--- config.mk ---
export PLATFORM = sky130hd
export DESIGN_NAME = perf_event_select_decoder
export DESIGN_NICKNAME = d
export VERILOG_FILES = /design/src/logic/perf_event_select_decoder.v /design/src/logic/redirect_penalty.v
export VERILOG_INCLUDE_DIRS = /design/src /design/src/logic
export SDC_FILE = /design/constraint.sdc
export NUM_CORES = 1
export LEC_CHECK = 0
export ABC_AREA = 0
export BUFFER_PORTS_ARGS = -buffer_cell sky130_fd_sc_hd__buf_2
export CAP_MARGIN = 20
export CORE_UTILIZATION = 37
export DETAILED_ROUTE_END_ITERATION = 10
export GPL_ROUTABILITY_DRIVEN = 0
export PLACE_DENSITY = 0.73
export SLEW_MARGIN = 30
export SYNTH_ARGS = -nofsm -noshare
export SYNTH_HDL_FRONTEND = slang
export SYNTH_SLANG_ARGS = --single-unit
--- constraint.sdc ---
create_clock -name clock -period 1.05 [get_ports clock]
set_input_delay 0.105 -clock clock [delete_from_list [all_inputs] [get_ports clock]]
set_output_delay 0.105 -clock clock [all_outputs]
set_load 0.05 [all_outputs]
--- src/logic/perf_event_consts.vh ---
`ifndef PERF_EVENT_CONSTS_VH
`define PERF_EVENT_CONSTS_VH

// event numbers
`define EVT_LOAD_RETIRED      8'hcb
`define EVT_VECTOR_ASSIST     8'hcd
`define EVT_VECTOR_RETIRED    8'hce
`define EVT_VECTOR_SAT        8'hcf
`define EVT_BRANCH_DECODED    8'he0
`define EVT_FALSE_BRANCH      8'he4
`define EVT_FRONTEND_REDIRECT 8'he6

// unit masks
`define UMASK_XLAT_MISS       8'h04
`define UMASK_NONE            8'h00
`define UMASK_ONE             8'h01

// redirect penalty, approximate
`define REDIRECT_PENALTY_CYC  4'h7

// reset values
`define RESET_BYTE            8'h00

`endif

--- src/logic/perf_event_select_decoder.v ---
`timescale 1ns/1ps
`include "perf_event_consts.vh"
module perf_event_select_decoder #(
   parameter PENALTY_W = 4
) (
   // clock and reset
   input  wire       clock,
   input  wire       rst,
   // event selection from the counter control
   input  wire [7:0] event_select,
   input  wire [7:0] unit_mask,
   // load retirement
   input  wire       load_retired,
   input  wire       load_xlat_miss,
   input  wire       load_fault,
   // vector unit
   input  wire       mm_state_dirty,
   input  wire       mm_clear_exec,
   input  wire       vec_denormal_in,
   input  wire       vec_underflow,
   input  wire       denormals_as_zero_flag,
   input  wire       flush_to_zero_flag,
   input  wire       vector_retired,
   input  wire       vector_saturating,
   // front end
   input  wire       branch_decoded,
   input  wire       false_branch_detect,
   input  wire       frontend_predict_fix,
   // counter side
   output reg        count_increment,
   output reg        retired_load_xlat_miss,
   output reg        vector_assist_count,
   output reg        vector_instr_retired_count,
   output reg        vector_saturating_retired_count,
   output reg        branch_decoded_count,
   output reg        false_branch_count,
   output reg        frontend_redirect_count,
   // effects on the front end
   output reg        branch_target_buffer_flush,
   output wire       frontend_stall
);
   // timing, seen from the counter side:
   // - every input is a one-cycle pulse from the pipeline, taken at the
   //   rising edge it stands on; levels (dirty state, the two corner
   //   flags) are read in that same cycle
   // - every output pulse appears exactly one cycle later, from a flop,
   //   so the counter never sees a combinational glitch on a select change
   // - the cost is one cycle of latency on every event; a counter that is
   //   read back in software never notices it
   // - changing the selection in mid-run is safe: the pulse of the cycle
   //   in which the change lands belongs to the new selection
   //
   // per-event outputs:
   // - each listed event also has its own pulse, independent of the
   //   selection, so a second counter or a trace unit can watch it
   // - an unlisted selection silences only the selected pulse, never the
   //   per-event ones
   //
   // merging:
   // - sources of one event that fire in one cycle count once; the
   //   pipeline cannot report two loads or two redirects in one cycle
   //   through these pins, so nothing is lost by that
   // - a false branch is a redirect as well, so the redirect event and
   //   the stall model both see it
   //
   // limitations:
   // - there is no running count here; the counter registers, their
   //   control and overflow live outside this block
   // - the stall output is a model of the redirect cost, not a pipeline
   //   hold; its length is a fixed approximation from the header
   // - back-to-back redirects restart the stall window instead of
   //   stacking, which under-reports bursts but keeps the counter narrow
   // raw occurrence terms for the load, assist and redirect events
   // raw occurrence terms for the load, assist and redirect events
   wire occ_xlat;        // retired load missed translation
   wire occ_assist;      // vector assist raised
   wire occ_redirect;    // any front-end redirect
   wire sel_hit;         // selection names a listed event
   reg  next_increment;  // chosen occurrence for the counter
   // selection decode, one term per listed pair
   wire sel_load;        // cb with the translation-miss mask
   wire sel_assist;      // cd with no mask bits
   wire sel_vec_ret;     // ce with no mask bits
   wire sel_vec_sat;     // cf with no mask bits
   wire sel_br_dec;      // e0 with mask one
   wire sel_false_br;    // e4 with mask one
   wire sel_redirect;    // e6 with mask one

   // each pair must match in full; a stray mask bit drops the selection
   assign sel_load     = (event_select == `EVT_LOAD_RETIRED) &
                         (unit_mask == `UMASK_XLAT_MISS);
   assign sel_assist   = (event_select == `EVT_VECTOR_ASSIST) &
                         (unit_mask == `UMASK_NONE);
   assign sel_vec_ret  = (event_select == `EVT_VECTOR_RETIRED) &
                         (unit_mask == `UMASK_NONE);
   assign sel_vec_sat  = (event_select == `EVT_VECTOR_SAT) &
                         (unit_mask == `UMASK_NONE);
   assign sel_br_dec   = (event_select == `EVT_BRANCH_DECODED) &
                         (unit_mask == `UMASK_ONE);
   assign sel_false_br = (event_select == `EVT_FALSE_BRANCH) &
                         (unit_mask == `UMASK_ONE);
   assign sel_redirect = (event_select == `EVT_FRONTEND_REDIRECT) &
                         (unit_mask == `UMASK_ONE);

   // no listed pair matched: the counter must see nothing
   assign sel_hit = sel_load | sel_assist | sel_vec_ret | sel_vec_sat
                  | sel_br_dec | sel_false_br | sel_redirect;

   // a faulting load never reaches the count even on a miss
   assign occ_xlat = load_retired & load_xlat_miss & ~load_fault;

   // assists from state clear and from unflushed corner operands
   assign occ_assist = (mm_clear_exec & mm_state_dirty)
                     | (vec_denormal_in & ~denormals_as_zero_flag)
                     | (vec_underflow & ~flush_to_zero_flag);

   // a false branch is itself a redirect, so both sources merge here
   assign occ_redirect = frontend_predict_fix | false_branch_detect;

   // select the occurrence that matches the programmed pair
   always @* begin
      next_increment = 1'b0;
      // the pairs are disjoint, so the chain order carries no priority
      if (sel_load) begin
         // loads that faulted are already out of occ_xlat
         next_increment = occ_xlat;
      end else if (sel_assist) begin
         // any of the three assist causes
         next_increment = occ_assist;
      end else if (sel_vec_ret) begin
         // every retiring vector instruction
         next_increment = vector_retired;
      end else if (sel_vec_sat) begin
         // the qualifier alone never counts
         next_increment = vector_retired & vector_saturating;
      end else if (sel_br_dec) begin
         // one pulse per decoded branch
         next_increment = branch_decoded;
      end else if (sel_false_br) begin
         // only the false detections, not ordinary redirects
         next_increment = false_branch_detect;
      end else if (sel_redirect) begin
         // every redirect, false branches included
         next_increment = occ_redirect;
      end else begin
         // unlisted pair: stay silent
         next_increment = 1'b0;
      end
   end

   // registered pulses; one cycle of latency keeps outputs glitch free
   always @(posedge clock or posedge rst) begin
      if (rst) begin
         count_increment                 <= 1'b0;
         retired_load_xlat_miss          <= 1'b0;
         vector_assist_count             <= 1'b0;
         vector_instr_retired_count      <= 1'b0;
         vector_saturating_retired_count <= 1'b0;
         branch_decoded_count            <= 1'b0;
         false_branch_count              <= 1'b0;
         frontend_redirect_count         <= 1'b0;
         branch_target_buffer_flush      <= 1'b0;
      end else begin
         // second guard so a decode slip cannot leak a pulse
         count_increment                 <= next_increment & sel_hit;
         retired_load_xlat_miss          <= occ_xlat;
         vector_assist_count             <= occ_assist;
         vector_instr_retired_count      <= vector_retired;
         vector_saturating_retired_count <= vector_retired & vector_saturating;
         branch_decoded_count            <= branch_decoded;
         false_branch_count              <= false_branch_detect;
         frontend_redirect_count         <= occ_redirect;
         branch_target_buffer_flush      <= false_branch_detect;
      end
   end

   // stall model for the redirect cost; figure is only approximate
   redirect_penalty #(
      .CW (PENALTY_W)
   ) u_penalty (
      .clock  (clock),
      .rst    (rst),
      .start  (occ_redirect),
      .length (`REDIRECT_PENALTY_CYC),
      .stall  (frontend_stall)
   );
endmodule // perf_event_select_decoder

--- src/logic/redirect_penalty.v ---
`timescale 1ns/1ps
// approximate front-end stall after a redirect
module redirect_penalty #(
   parameter CW = 4
) (
   // clock and reset
   input  wire          clock,
   input  wire          rst,
   // redirect trigger
   input  wire          start,
   input  wire [CW-1:0] length,
   // stall indication
   output reg           stall
);
   reg [CW-1:0] remain;   // cycles left in the stall window

   // a new redirect restarts the window; back-to-back ones do not stack
   always @(posedge clock or posedge rst) begin
      if (rst) begin
         remain <= {CW{1'b0}};
         stall  <= 1'b0;
      end else if (start) begin
         remain <= length;
         stall  <= (length != {CW{1'b0}});
      end else if (remain != {CW{1'b0}}) begin
         remain <= remain - {{(CW-1){1'b0}}, 1'b1};
         stall  <= (remain > {{(CW-1){1'b0}}, 1'b1});
      end else begin
         stall <= 1'b0;
      end
   end
endmodule // redirect_penalty

# Word level (Yosys, flattened, before mapping)
# Cells that the tools add are included.
[classes]
mux = 11
add_sub_neg = 1
eq_ne = 9
n_lt_le_gt_ge = 1
shift = 0
mul = 0
bitwise_logic = 26
n_reduce_logical = 3
div_mod_pow = 0
[op_table]
columns = ["cell", "count"]
rows = [
  ["== test 8 bit (second input constant)", 7],
  ["AND 1 bit", 14],
  ["two-way mux 1 bit", 9],
  ["OR 1 bit", 9],
  ["== test 8 x 1 -> 1 bit (second input constant)", 1],
  ["== test 8 x 3 -> 1 bit (second input constant)", 1],
  ["zero test 8 bit", 1],
  ["two-way mux 4 bit", 2],
  ["greater-than comparator 4 x 1 -> 1 bit (second input constant)", 1],
  ["nonzero test 4 bit", 1],
  ["subtractor 4 x 1 -> 4 bit (second input constant)", 1],
  ["NOT 1 bit", 3],
  ["nonzero test 2 bit", 1],
]
[word_totals]
output_inout_bits = 10
in_bits = 32
wordCells = 61
mem_count = 0
ramBits = 0
register_bits = 13
latch_bits = 0
rom_bits = 0

# Logic depth before layout (Yosys ltp)
# Gate-level depths: netlist of the first run.
[logic_depth]
depth_word = 10
ltp_mapped = 6
mapped_depth_nobuf = 6

# Modules after synthesis
# From an unflattened synthesis of the first run, not the netlist that was laid out.
[unflattened]
hier_cells = 70
area_unflattened_um2 = 690.7
[by_module_without_submodules]
columns = ["mod", "seq_area_each_um2", "n_inst", "area_each_um2", "cells_each"]
rows = [
  ["perf_event_select_decoder", 200.2, 1, 392.9, 40],
  ["redirect_penalty", 125.1, 1, 297.8, 30],
]

# Least setup slack after synthesis of the first run
# No wires, ideal clock.
[synth_timing]
kind = "in2reg"
start = "input event_select[4]"
end = "register count_increment"
stages = 4
t_arrival_ns = 1.083
path_buffers = 0
required_time_ns = 0.930
setup_ns = 0.120
path_slack_ns = -0.153
path_cell_list = "nor4b_4 -> nand4_1 -> or3_1 -> o211a_1"
[synth_between]
elab_chain_len = 10
elab_cells_between_ends = 28
classes_between = "7 x eq/ne; 7 x mux; 14 x bitwise"
[synth_lines]
columns = ["element", "line", "rtl"]
rows = [
  ["start: declaration", "perf_event_select_decoder.v:10", "input wire [7:0] event_select,"],
  ["== test 8 bit (no line)", "--", ""],
  ["AND 1 bit", "perf_event_select_decoder.v:102", "assign sel_redirect = (event_select == `EVT_FRONTEND_REDIRECT) &"],
  ["two-way mux 1 bit", "perf_event_select_decoder.v:142", "end else if (sel_redirect) begin"],
  ["two-way mux 1 bit", "perf_event_select_decoder.v:139", "end else if (sel_false_br) begin"],
  ["two-way mux 1 bit", "perf_event_select_decoder.v:136", "end else if (sel_br_dec) begin"],
  ["two-way mux 1 bit", "perf_event_select_decoder.v:133", "end else if (sel_vec_sat) begin"],
  ["two-way mux 1 bit", "perf_event_select_decoder.v:130", "end else if (sel_vec_ret) begin"],
  ["two-way mux 1 bit", "perf_event_select_decoder.v:127", "end else if (sel_assist) begin"],
  ["two-way mux 1 bit", "perf_event_select_decoder.v:124", "if (sel_load) begin"],
  ["AND 1 bit (*)", "perf_event_select_decoder.v:165", "count_increment <= next_increment & sel_hit;"],
  ["end signal: assignment", "perf_event_select_decoder.v:165", ""],
  ["end: declaration", "perf_event_select_decoder.v:30", "output reg count_increment,"],
]
# Every way passes the cells marked *; elsewhere a longest branch is shown, timed or not.
# A chain may end at the register's enable or synchronous reset.

# Final worst setup path of the first run
[layout_timing]
start = "register u_penalty.remain[2]"
end = "register u_penalty.remain[3]"
[layout_between]
elab_chain_len = 3
elab_cells_between_ends = 5
classes_between = "1 x add/sub; 2 x mux; 2 x reduce/logical"
[layout_lines]
columns = ["element", "line", "rtl"]
rows = [
  ["start: declaration", "redirect_penalty.v:15", "reg [CW-1:0] remain;"],
  ["start signal: assignment", "redirect_penalty.v:20", "remain <= {CW{1'b0}};"],
  ["start signal: assignment", "redirect_penalty.v:23", "remain <= length;"],
  ["start signal: assignment", "redirect_penalty.v:26", "remain <= remain - {{(CW-1){1'b0}}, 1'b1};"],
  ["subtractor 4 x 1 -> 4 bit", "redirect_penalty.v:26", ""],
  ["two-way mux 4 bit", "redirect_penalty.v:25", "end else if (remain != {CW{1'b0}}) begin"],
  ["two-way mux 4 bit", "redirect_penalty.v:22", "end else if (start) begin"],
]
# Parallel ways exist; a longest one is shown, timed or not. The select of a mux whose other input is x is not followed.

==> reports/results.tsv, run 1 <==
stage	metric	value	unit
cts	clkSinkCount	13	
synth	yosysWarnings	0	
floorplan	fp-row-count	15	
power	finalPower	0.00107	W
timing	finalSetupViolations	5	
global_routing	grt_pass1_wl	2.35	mm
setup_path	r2r_end	u_penalty.remain[3]	
layout	syn2layout_area_growth	62.4	%
layout	design_area	1100	sq um
layout	layout_common_cells	39 x buf_2, 13 x dfrtp_1, 9 x buf_4	
setup_path	critical_path.endpoint_type	flip-flop	
global_routing	grt_overflow	0	
drt	drt_iter0_markers	16	
flow_run	drv_cap	0	
cts	cts_tree	yes	
layout	drive_above_1_share	0.520	
setup_path	reg2reg_slack	-0.05	ns
timing	period_share	1.05	
timing	rsz0062_at_grt	yes	
synth	yosysTopAreaCell	dfrtp_1	
cts	cts_htree_levels	1	
placed_design	place_area	965	sq um
timing	fmax	909	MHz
setup_path	startpoint_type	flip-flop	
cts	root_buffer	clkbuf_4	
worst_hold_path	worstHoldStart	vector_saturating	
layout	fin_nets	163	
synth	synth-seq-area-share	0.480	
floorplan	io_pins	42	
status	status	complete, but fails checks	
placed_design	port_buffers	41	
synth	synth_area	678	sq um
drt	vias	686	
global_routing	grt_use_total	0.164	
power	worst_ir_drop_vdd	573	uV
floorplan	core_area	1730	sq um
worst_hold_path	hold_class	primary input to flip-flop	
timing	fin_ws	-0.0497	ns
synth	yosysUniqueCellTypes	27	
floorplan	dieArea	2010	sq um
global_routing	antenna_found_initial	0	
cts	cts_buffer_depth	2	
synth	synth_top_area_share	0.480	
synth	synth_area_leaders	dfrtp_1 48%, ha_1 5.5%, inv_1 5.0%	
floorplan	initial_core_util	0.393	
floorplan	die_height	44.8	microns
setup_path	crit_required	1.21	ns
timing	slew-limit-headroom	0.687	
cts	clk_pin_slew	0.07	ns
power	power_density	969	nW/um^2
worst_hold_path	whs_path_depth	3	
synth	ys_seq_elements	13	
power	p_leak	0.586	nW
setup_path	r2r-start	u_penalty.remain[2]	
timing	finalHoldViolCount	0	
floorplan	die_w	44.8	microns
cts	cts_inserted_buffers	3	
timing	fin_crit	1.10	ns
drt	drtPass1Iterations	3	
drt	ant_nets	0	
placed_design	dp_hpwl	1.17	mm
layout	final_common_cell	buf_2	
setup_path	crit_type	flip-flop to flip-flop	
synth	synth_nets	105	
global_routing	first_global_vias	601	
timing	skew	0.00105	ns
setup_path	cp_max_fo	3	
layout	diodes	0	
timing	worst_pin_slew	0.469	ns
synth	avgSynthCellArea	9.69	sq um
drt	wl	1.51	mm
layout	fin_util	0.638	
status	violations	setup timing	
worst_hold_path	min_to	vector_saturating_retired_count	
synth	synthCells	70	
global_routing	grt_max_degree	14	
drt	route.detailed.wl_per_inst	9.90	microns
cts	clkLatencyLatePin	0.26	ns
setup_path	worst_ep_arrival_time	1.26	ns
drt	drc_errors	0	
timing	maxSlewViolCount	0	
setup_path	worstRegToRegCells	3	
drt	via_per_inst	4.51	
==> power breakdown <==
part	internal (W)	switching [W]	total [W]
registers	0.000518	0.00000744	0.000525
logic	0.000108	0.000142	0.000250
clock network	0.000147	0.000145	0.000291
total	0.000772	0.000294	0.00107
==> worst max-delay path, stage by stage, from the launching register on <==
cell and delay [ns]:
dfrtp_1 0.39, or3_4 0.40, a21oi_1 0.15, nor2_1 0.05
==> routing by layer <==
layer  wire (microns)  up-vias  global-route usage
li1                 -      358                   -
met1              604      298               0.181
met2              780       28               0.297
met3              108        2              0.0400
met4               11        0              0.0727
met5                0        -                   0
==> sequential cells by signal, summed over array words and instances, names as in the netlist <==
| signal | flops |
|---|---|
| vector_instr_retired_count | 1 |
| u_penalty.remain | 4 |
| retired_load_xlat_miss | 1 |
| branch_decoded_count | 1 |
| vector_assist_count | 1 |
| count_increment | 1 |
| vector_saturating_retired_count | 1 |
| frontend_redirect_count | 1 |
| branch_target_buffer_flush | 1 |
| u_penalty.stall | 1 |
==> repair_timing <==
item	CTS	global route
resized for setup	11	2
buffers inserted	1	1
pin swaps	3	2
endpoints found under the hold margin	16	1
setup endpoints to repair	6	6
hold buffers	3	1
==> cell usage after synthesis (all sizes together) <==
cell type,n
nor2b,1
nand2,9
o221ai,1
buf,1
ha,3
nor2,6
nor4b,1
nand4,2
a21o,1
a22o,1
nor4,1
nand3,2
o211a,1
o211ai,1
o21ai,2
nor3,3
a21oi,4
inv,9
xnor2,1
and3b,1
a31oi,1
mux2i,1
o311ai,1
or3,3
dfrtp,13
==> final cells by class <==
type | instances | area [sq um]
Clock buffer | 4 | 26.3
Fill cell | 151 | 626
Inverter | 9 | 33.8
Multi-Input combinational cell | 47 | 359
Sequential cell | 13 | 325
Tap cell | 25 | 31.3
Timing Repair Buffer | 54 | 325
==> through the flow <==
stage          worst slack (ns)  hold WS [ns]  cells  setup TNS (ns)
2_1_floorplan            -0.150       -0.0180     70          -0.189
3_3_place_gp             -0.275         0.141    142          -0.517
6_report                -0.0497        0.0499    152          -0.112
4_1_cts                 -0.0504       -0.0352    150          -0.124
5_1_grt                  -0.159        0.0501    152          -0.595
3_5_place_dp             -0.305         0.149    142          -0.704
==> kinds of logic after synthesis <==
kind of cell	Yosys count	synth area share
buf+inv	10	0.0609
simple gates	29	0.240
fa+ha+maj	3	0.0554
compound gates	13	0.137
mux	1	0.0148
flops	13	0.480
xor+xnor	1	0.0129
==> how the worst max path moves through the flow <==
stage                                    from                   to  slack, ns  cells after the start
final                     u_penalty.remain[2]  u_penalty.remain[3]      -0.05                      3
after global routing      u_penalty.remain[0]  u_penalty.remain[2]      -0.16                      4
after CTS                 u_penalty.remain[2]  u_penalty.remain[3]      -0.05                      4
after detailed placement      event_select[4]      count_increment      -0.30                      5
after global placement        event_select[4]      count_increment      -0.28                      5
after floorplan               event_select[4]      count_increment      -0.15                      4
(Power assumes the default switching activity.)
==> inputs of run 2 (changes only) <==
==> constraint.sdc (replaced) <==
create_clock -name clock -period 1.05 [get_ports clock]
set_input_delay 0.0525 -clock clock [delete_from_list [all_inputs] [get_ports clock]]
set_output_delay 0.0525 -clock clock [all_outputs]
set_load 0.05 [all_outputs]
==> reports/results.tsv, run 2 (synthesis gave the netlist of run 1 again) <==
stage	metric	value	unit	change
layout	largest_reg_flops	4		unchanged
cts	cts_tree	yes		
cts	clkLatencyLatePin	0.26	ns	about the same
global_routing	antenna_found_initial	0		unchanged
timing	slew-limit-headroom	0.684		-0.00357
placed_design	place_area	950	sq um	-1.6%
floorplan	fp-row-count	15		unchanged
global_routing	grt_overflow	0		unchanged
status	violations	setup timing		
layout	layout_common_cells	39 x buf_2, 13 x dfrtp_1, 9 x buf_4		
timing	fin_ws	-0.0605	ns	-0.0108 ns
setup_path	startpoint_type	flip-flop		
drt	drt_iter0_markers	11		-5
flow_run	drv_cap	0		unchanged
setup_path	cpPeakStageDelay	0.41	ns	about the same
drt	route.detailed.wl_per_inst	10.0	microns	+1.0%
timing	period_share	1.06		+0.0103
setup_path	crit_type	flip-flop to flip-flop		
worst_hold_path	hold_class	primary input to flip-flop		
setup_path	crit_slowest_cell	dfrtp_1		
floorplan	io_pins	42		unchanged
layout	diodes	0		unchanged
status	status	complete, but fails checks		
drt	drc_errors	0		unchanged
placed_design	dp_slack	-0.268	ns	+0.0367 ns
timing	finalSetupViolations	5		unchanged
timing	skew	0.00220	ns	+0.00115 ns
floorplan	die_w	44.8	microns	unchanged
setup_path	critical_path.endpoint_type	flip-flop		
drt	wl	1.52	mm	+1.0%
layout	design_area	1110	sq um	+0.91%
drt	drtPass1Iterations	4		+1
setup_path	crit_required	1.19	ns	-0.02 ns
floorplan	dieArea	2010	sq um	unchanged
cts	clk_pin_slew	0.07	ns	about the same
layout	layout.cells.non_filler	152		unchanged
global_routing	grt_use_total	0.172		+0.00761
power	worst_ir_drop_vdd	536	uV	-6.4%
layout	final_common_cell	buf_2		
floorplan	die_height	44.8	microns	unchanged
setup_path	cp_max_fo	4		+1
timing	fin_crit	1.11	ns	+0.0108 ns
cts	clkSinkCount	13		unchanged
power	p_leak	0.584	nW	-0.32%
placed_design	placed_cells	140		-1.4%
layout	drive_above_1_share	0.520		unchanged
layout	syn2layout_area_growth	63.8	%	
global_routing	first_global_vias	604		+0.50%
timing	worst_pin_slew	0.474	ns	+0.00534 ns
timing	fmax	901	MHz	-0.97%
global_routing	grt_max_degree	14		unchanged
layout	fin_nets	163		unchanged
floorplan	initial_core_util	0.393		unchanged
cts	cts_buffer_depth	2		unchanged
placed_design	dp_hpwl	1.19	mm	+1.9%
timing	rsz0062_at_grt	yes		
placed_design	port_buffers	41		unchanged
cts	root_buffer	clkbuf_4		
floorplan	core_area	1730	sq um	unchanged
cts	cts_htree_levels	1		unchanged
cts	cts_inserted_buffers	3		unchanged
setup_path	worst_ep_arrival_time	1.25	ns	about the same
drt	via_per_inst	4.57		+1.2%
drt	vias	694		+1.2%
setup_path	worstPathCellList	inv_2 -> ha_4 -> nand2_4 -> xnor2_2 -> nand2_1		
timing	finalHoldViolCount	0		unchanged
power	finalPower	0.00107	W	+0.57%
power	power_density	966	nW/um^2	-0.34%
layout	top_register	u_penalty.remain		
drt	ant_nets	0		unchanged
timing	maxSlewViolCount	0		unchanged
global_routing	grt_pass1_wl	2.46	mm	+4.7%
run 2: cell counts in the layout (fill, tap and decap cells not counted):
Identical to the previous run, type by type.
run 2: critical path: cells and delay by family (launching register included):
| kind | cells | cell delay, ns |
|---|---|---|
| adders and majority gates | 1 | 0.18 |
| and+or+nand+nor | 2 | 0.13 |
| buffers and inverters | 1 | 0.11 |
| xor gates and xnor gates | 1 | 0.14 |
| DFF | 1 | 0.41 |
run 2: power by group:
group	total [W]	switching, W	leakage, nW	internal, W
clock network	0.000294	0.000147	0.0150	0.000147
registers	0.000525	0.00000706	0.147	0.000518
logic	0.000254	0.000145	0.422	0.000109
total	0.00107	0.000299	0.584	0.000774
run 2: layer usage:
metal  global-route usage  vias up  wire (microns)  share of wire
met5                    0        -               0              0
met4                0.115        0              51          0.034
met3               0.0400        6             112          0.074
met2                0.288       34             737           0.48
met1                0.194      297             619           0.41
li1                     -      357               -              -
run 2: layout make-up:
class,instances,area [sq um]
Fill cell,149,616
Tap cell,25,31.3
Sequential cell,13,325
Timing Repair Buffer,54,325
Inverter,9,33.8
Clock buffer,4,26.3
Multi-Input combinational cell,47,369
run 2: final timing paths:
| kind | start | cells after the start | endpoint | slack [ns] |
|---|---|---|---|---|
| max in group asynchronous | rst | 3 | u_penalty.remain[0] | 0.39 |
| min in group asynchronous | rst | 3 | frontend_redirect_count | 0.34 |
| hold / removal | vector_saturating | 3 | vector_saturating_retired_count | 0.004 |
| setup / recovery | u_penalty.remain[0] | 5 | u_penalty.remain[0] | -0.06 |
| setup reg to reg | u_penalty.remain[0] | 5 | u_penalty.remain[0] | -0.06 |
| hold reg to reg | u_penalty.remain[2] | 2 | u_penalty.stall | 0.57 |
run 2: what timing repair did:
item | 4_1_cts | 5_1_grt
pin swaps | 1 | 2
hold endpoints to repair | 16 | 1
hold buffers | 3 | 1
resized for setup | 10 | 4
setup buffers | 1 | 3
endpoints found under the setup margin | 5 | 6
cloned | 0 | 0
run 2: through the flow:
step                      TNS [ns]  utilization  hold WS (ns)
after floorplan             -0.137            -       -0.0705
after global placement      -0.464        0.550        0.0891
after detailed placement    -0.736        0.550        0.0930
after CTS                   -0.240        0.610       -0.0839
after global routing        -0.676        0.643        0.0126
final                       -0.256        0.643       0.00442
==> inputs of run 3 (changes only) <==
Settings changed: PLACE_DENSITY 0.73 to not set, PLACE_DENSITY_LB_ADDON set to 0.25.
==> reports/results.tsv, run 3 (synthesis gave the netlist of run 1 again) <==
stage	metric	value	unit	change
floorplan	core_area	1730	sq um	unchanged
setup_path	crit_cells	3		-2
drt	vias	704		+1.4%
setup_path	crit_end	u_penalty.remain[3]		
floorplan	io_pins	42		unchanged
timing	skew	0.00478	ns	+0.00258 ns
drt	drt_iter0_markers	6		-5
cts	cts_htree_levels	1		unchanged
timing	fin_ws	-0.0734	ns	-0.0130 ns
cts	clkSinkCount	13		unchanged
cts	cts_tree	yes		
cts	root_buffer	clkbuf_4		
global_routing	grt_pass1_wl	2.44	mm	-1.1%
layout	fin_util	0.635		-0.00870
global_routing	first_global_vias	580		-4.0%
setup_path	path_delay_family	simple AND/OR/NAND/NOR gates		
floorplan	initial_core_util	0.393		unchanged
timing	finalHoldViolCount	0		unchanged
placed_design	port_buffers	41		unchanged
power	power_density	985	nW/um^2	+2.0%
setup_path	crit_start	u_penalty.remain[0]		
layout	layout.cells.non_filler	152		unchanged
placed_design	place_area	950	sq um	unchanged
layout	diodes	0		unchanged
placed_design	dp_hpwl	1.16	mm	-2.6%
setup_path	r2r_end	u_penalty.remain[3]		
cts	cts_inserted_buffers	3		unchanged
layout	fillerInstances	155		+4.0%
status	violations	setup timing		
worst_hold_path	hold_class	primary input to flip-flop		
floorplan	dieArea	2010	sq um	unchanged
drt	route.detailed.wl_per_inst	9.99	microns	-0.13%
timing	rsz0062_at_grt	yes		
power	worst_ir_drop_vdd	734	uV	+37%
layout	design_area	1100	sq um	-1.4%
setup_path	cp_max_fo	3		-1
cts	clkLatencyLatePin	0.27	ns	about the same
layout	top_register	u_penalty.remain		
setup_path	crit_slowest_cell	dfrtp_1		
drt	drc_errors	0		unchanged
global_routing	grt_max_degree	14		unchanged
status	status	complete, but fails checks		
power	finalPower	0.00108	W	+0.60%
placed_design	placed_cells	140		unchanged
setup_path	worst_ep_arrival_time	1.28	ns	+0.03 ns
timing	maxSlewViolCount	0		unchanged
drt	ant_nets	0		unchanged
global_routing	grt_overflow	0		unchanged
timing	fin_crit	1.12	ns	+0.0130 ns
floorplan	die_w	44.8	microns	unchanged
setup_path	r2r-start	u_penalty.remain[0]		
timing	slew-limit-headroom	0.687		+0.00317
drt	wl	1.52	mm	-0.13%
setup_path	cpPeakStageDelay	0.41	ns	about the same
layout	syn2layout_area_growth	61.6	%	
flow_run	drv_cap	0		unchanged
setup_path	crit_buf_inv	0		-1
cts	clk_pin_slew	0.08	ns	about the same
timing	finalSetupViolations	4		-1
layout	largest_reg_flops	4		unchanged
setup_path	worstPathCellList	or3_4 -> a21oi_1 -> nor2_1		
layout	fin_nets	163		unchanged
setup_path	reg2reg_slack	-0.07	ns	about the same
timing	period_share	1.07		+0.0123
timing	worst_pin_slew	0.469	ns	-0.00475 ns
global_routing	grt_use_total	0.170		-0.00211
floorplan	fp-row-count	15		unchanged
timing	fmax	890	MHz	-1.2%
setup_path	critical_path.endpoint_type	flip-flop		
drt	via_per_inst	4.63		+1.4%
drt	drtPass1Iterations	4		unchanged
global_routing	antenna_found_initial	0		unchanged
setup_path	worstRegToRegCells	3		-2
setup_path	crit_required	1.21	ns	+0.02 ns
setup_path	crit_type	flip-flop to flip-flop		
layout	layout_common_cells	39 x buf_2, 13 x dfrtp_1, 8 x nand2_1, 8 x buf_4, 7 x inv_1		
layout	final_common_cell	buf_2		
setup_path	startpoint_type	flip-flop		
power	p_leak	0.580	nW	-0.71%
floorplan	die_height	44.8	microns	unchanged
cts	cts_buffer_depth	2		unchanged
layout	drive_above_1_share	0.496		-0.0236
-- run 3: where the power goes --
group	total (W)	switching (W)	internal, W
Sequential	0.000525	0.00000705	0.000518
Combinational	0.000256	0.000145	0.000111
Clock	0.000298	0.000151	0.000147
Total	0.00108	0.000303	0.000777
-- run 3: repair_timing --
| item | 4_1_cts | 5_1_grt |
|---|---|---|
| endpoints found under the hold margin | 17 | 0 |
| pin swaps | 2 | 0 |
| endpoints found under the setup margin | 5 | 6 |
| buffers inserted | 2 | 1 |
| hold buffers | 5 | 0 |
| gates resized for setup | 3 | 8 |
-- run 3: through the flow --
step,TNS [ns],setup slack (ns),hold WS (ns)
3_5_place_dp,-0.604,-0.278,0.0893
3_3_place_gp,-0.516,-0.236,0.0887
6_report,-0.147,-0.0734,0.0432
5_1_grt,-0.526,-0.135,0.0563
4_1_cts,-0.288,-0.0863,0.0512
2_1_floorplan,-0.137,-0.0970,-0.0705
-- run 3: area by class of cell --
cell class | instances | area (sq um) | area share
Timing Repair Buffer | 54 | 328 | 0.299
Tap cell | 25 | 31.3 | 0.0285
Sequential cell | 13 | 325 | 0.297
Inverter | 9 | 33.8 | 0.0308
Clock buffer | 4 | 26.3 | 0.0240
Multi-Input combinational cell | 47 | 352 | 0.321
-- run 3: worst min path at each step --
stage                         start                          to  cells past startpoint
2_1_floorplan                   rst        branch_decoded_count                      1
3_3_place_gp                    rst     frontend_redirect_count                      2
3_5_place_dp                    rst  branch_target_buffer_flush                      2
4_1_cts        frontend_predict_fix         u_penalty.remain[0]                      3
5_1_grt        frontend_predict_fix         u_penalty.remain[2]                      3
6_report       frontend_predict_fix         u_penalty.remain[1]                      3
-- run 3: worst reg2reg max path, stage by stage, from the launching register on --
cell	delay, ns
dfrtp_1	0.41
or3_4	0.40
a21oi_1	0.15
nor2_1	0.05
-- run 3: metal layers --
| metal | vias to the layer above | share of wire | global-route usage |
|---|---|---|---|
| met5 | - | 0 | 0 |
| met4 | 0 | 0.0033 | 0.0364 |
| met3 | 2 | 0.063 | 0.0600 |
| met2 | 28 | 0.51 | 0.285 |
| met1 | 317 | 0.42 | 0.211 |
| li1 | 357 | - | - |
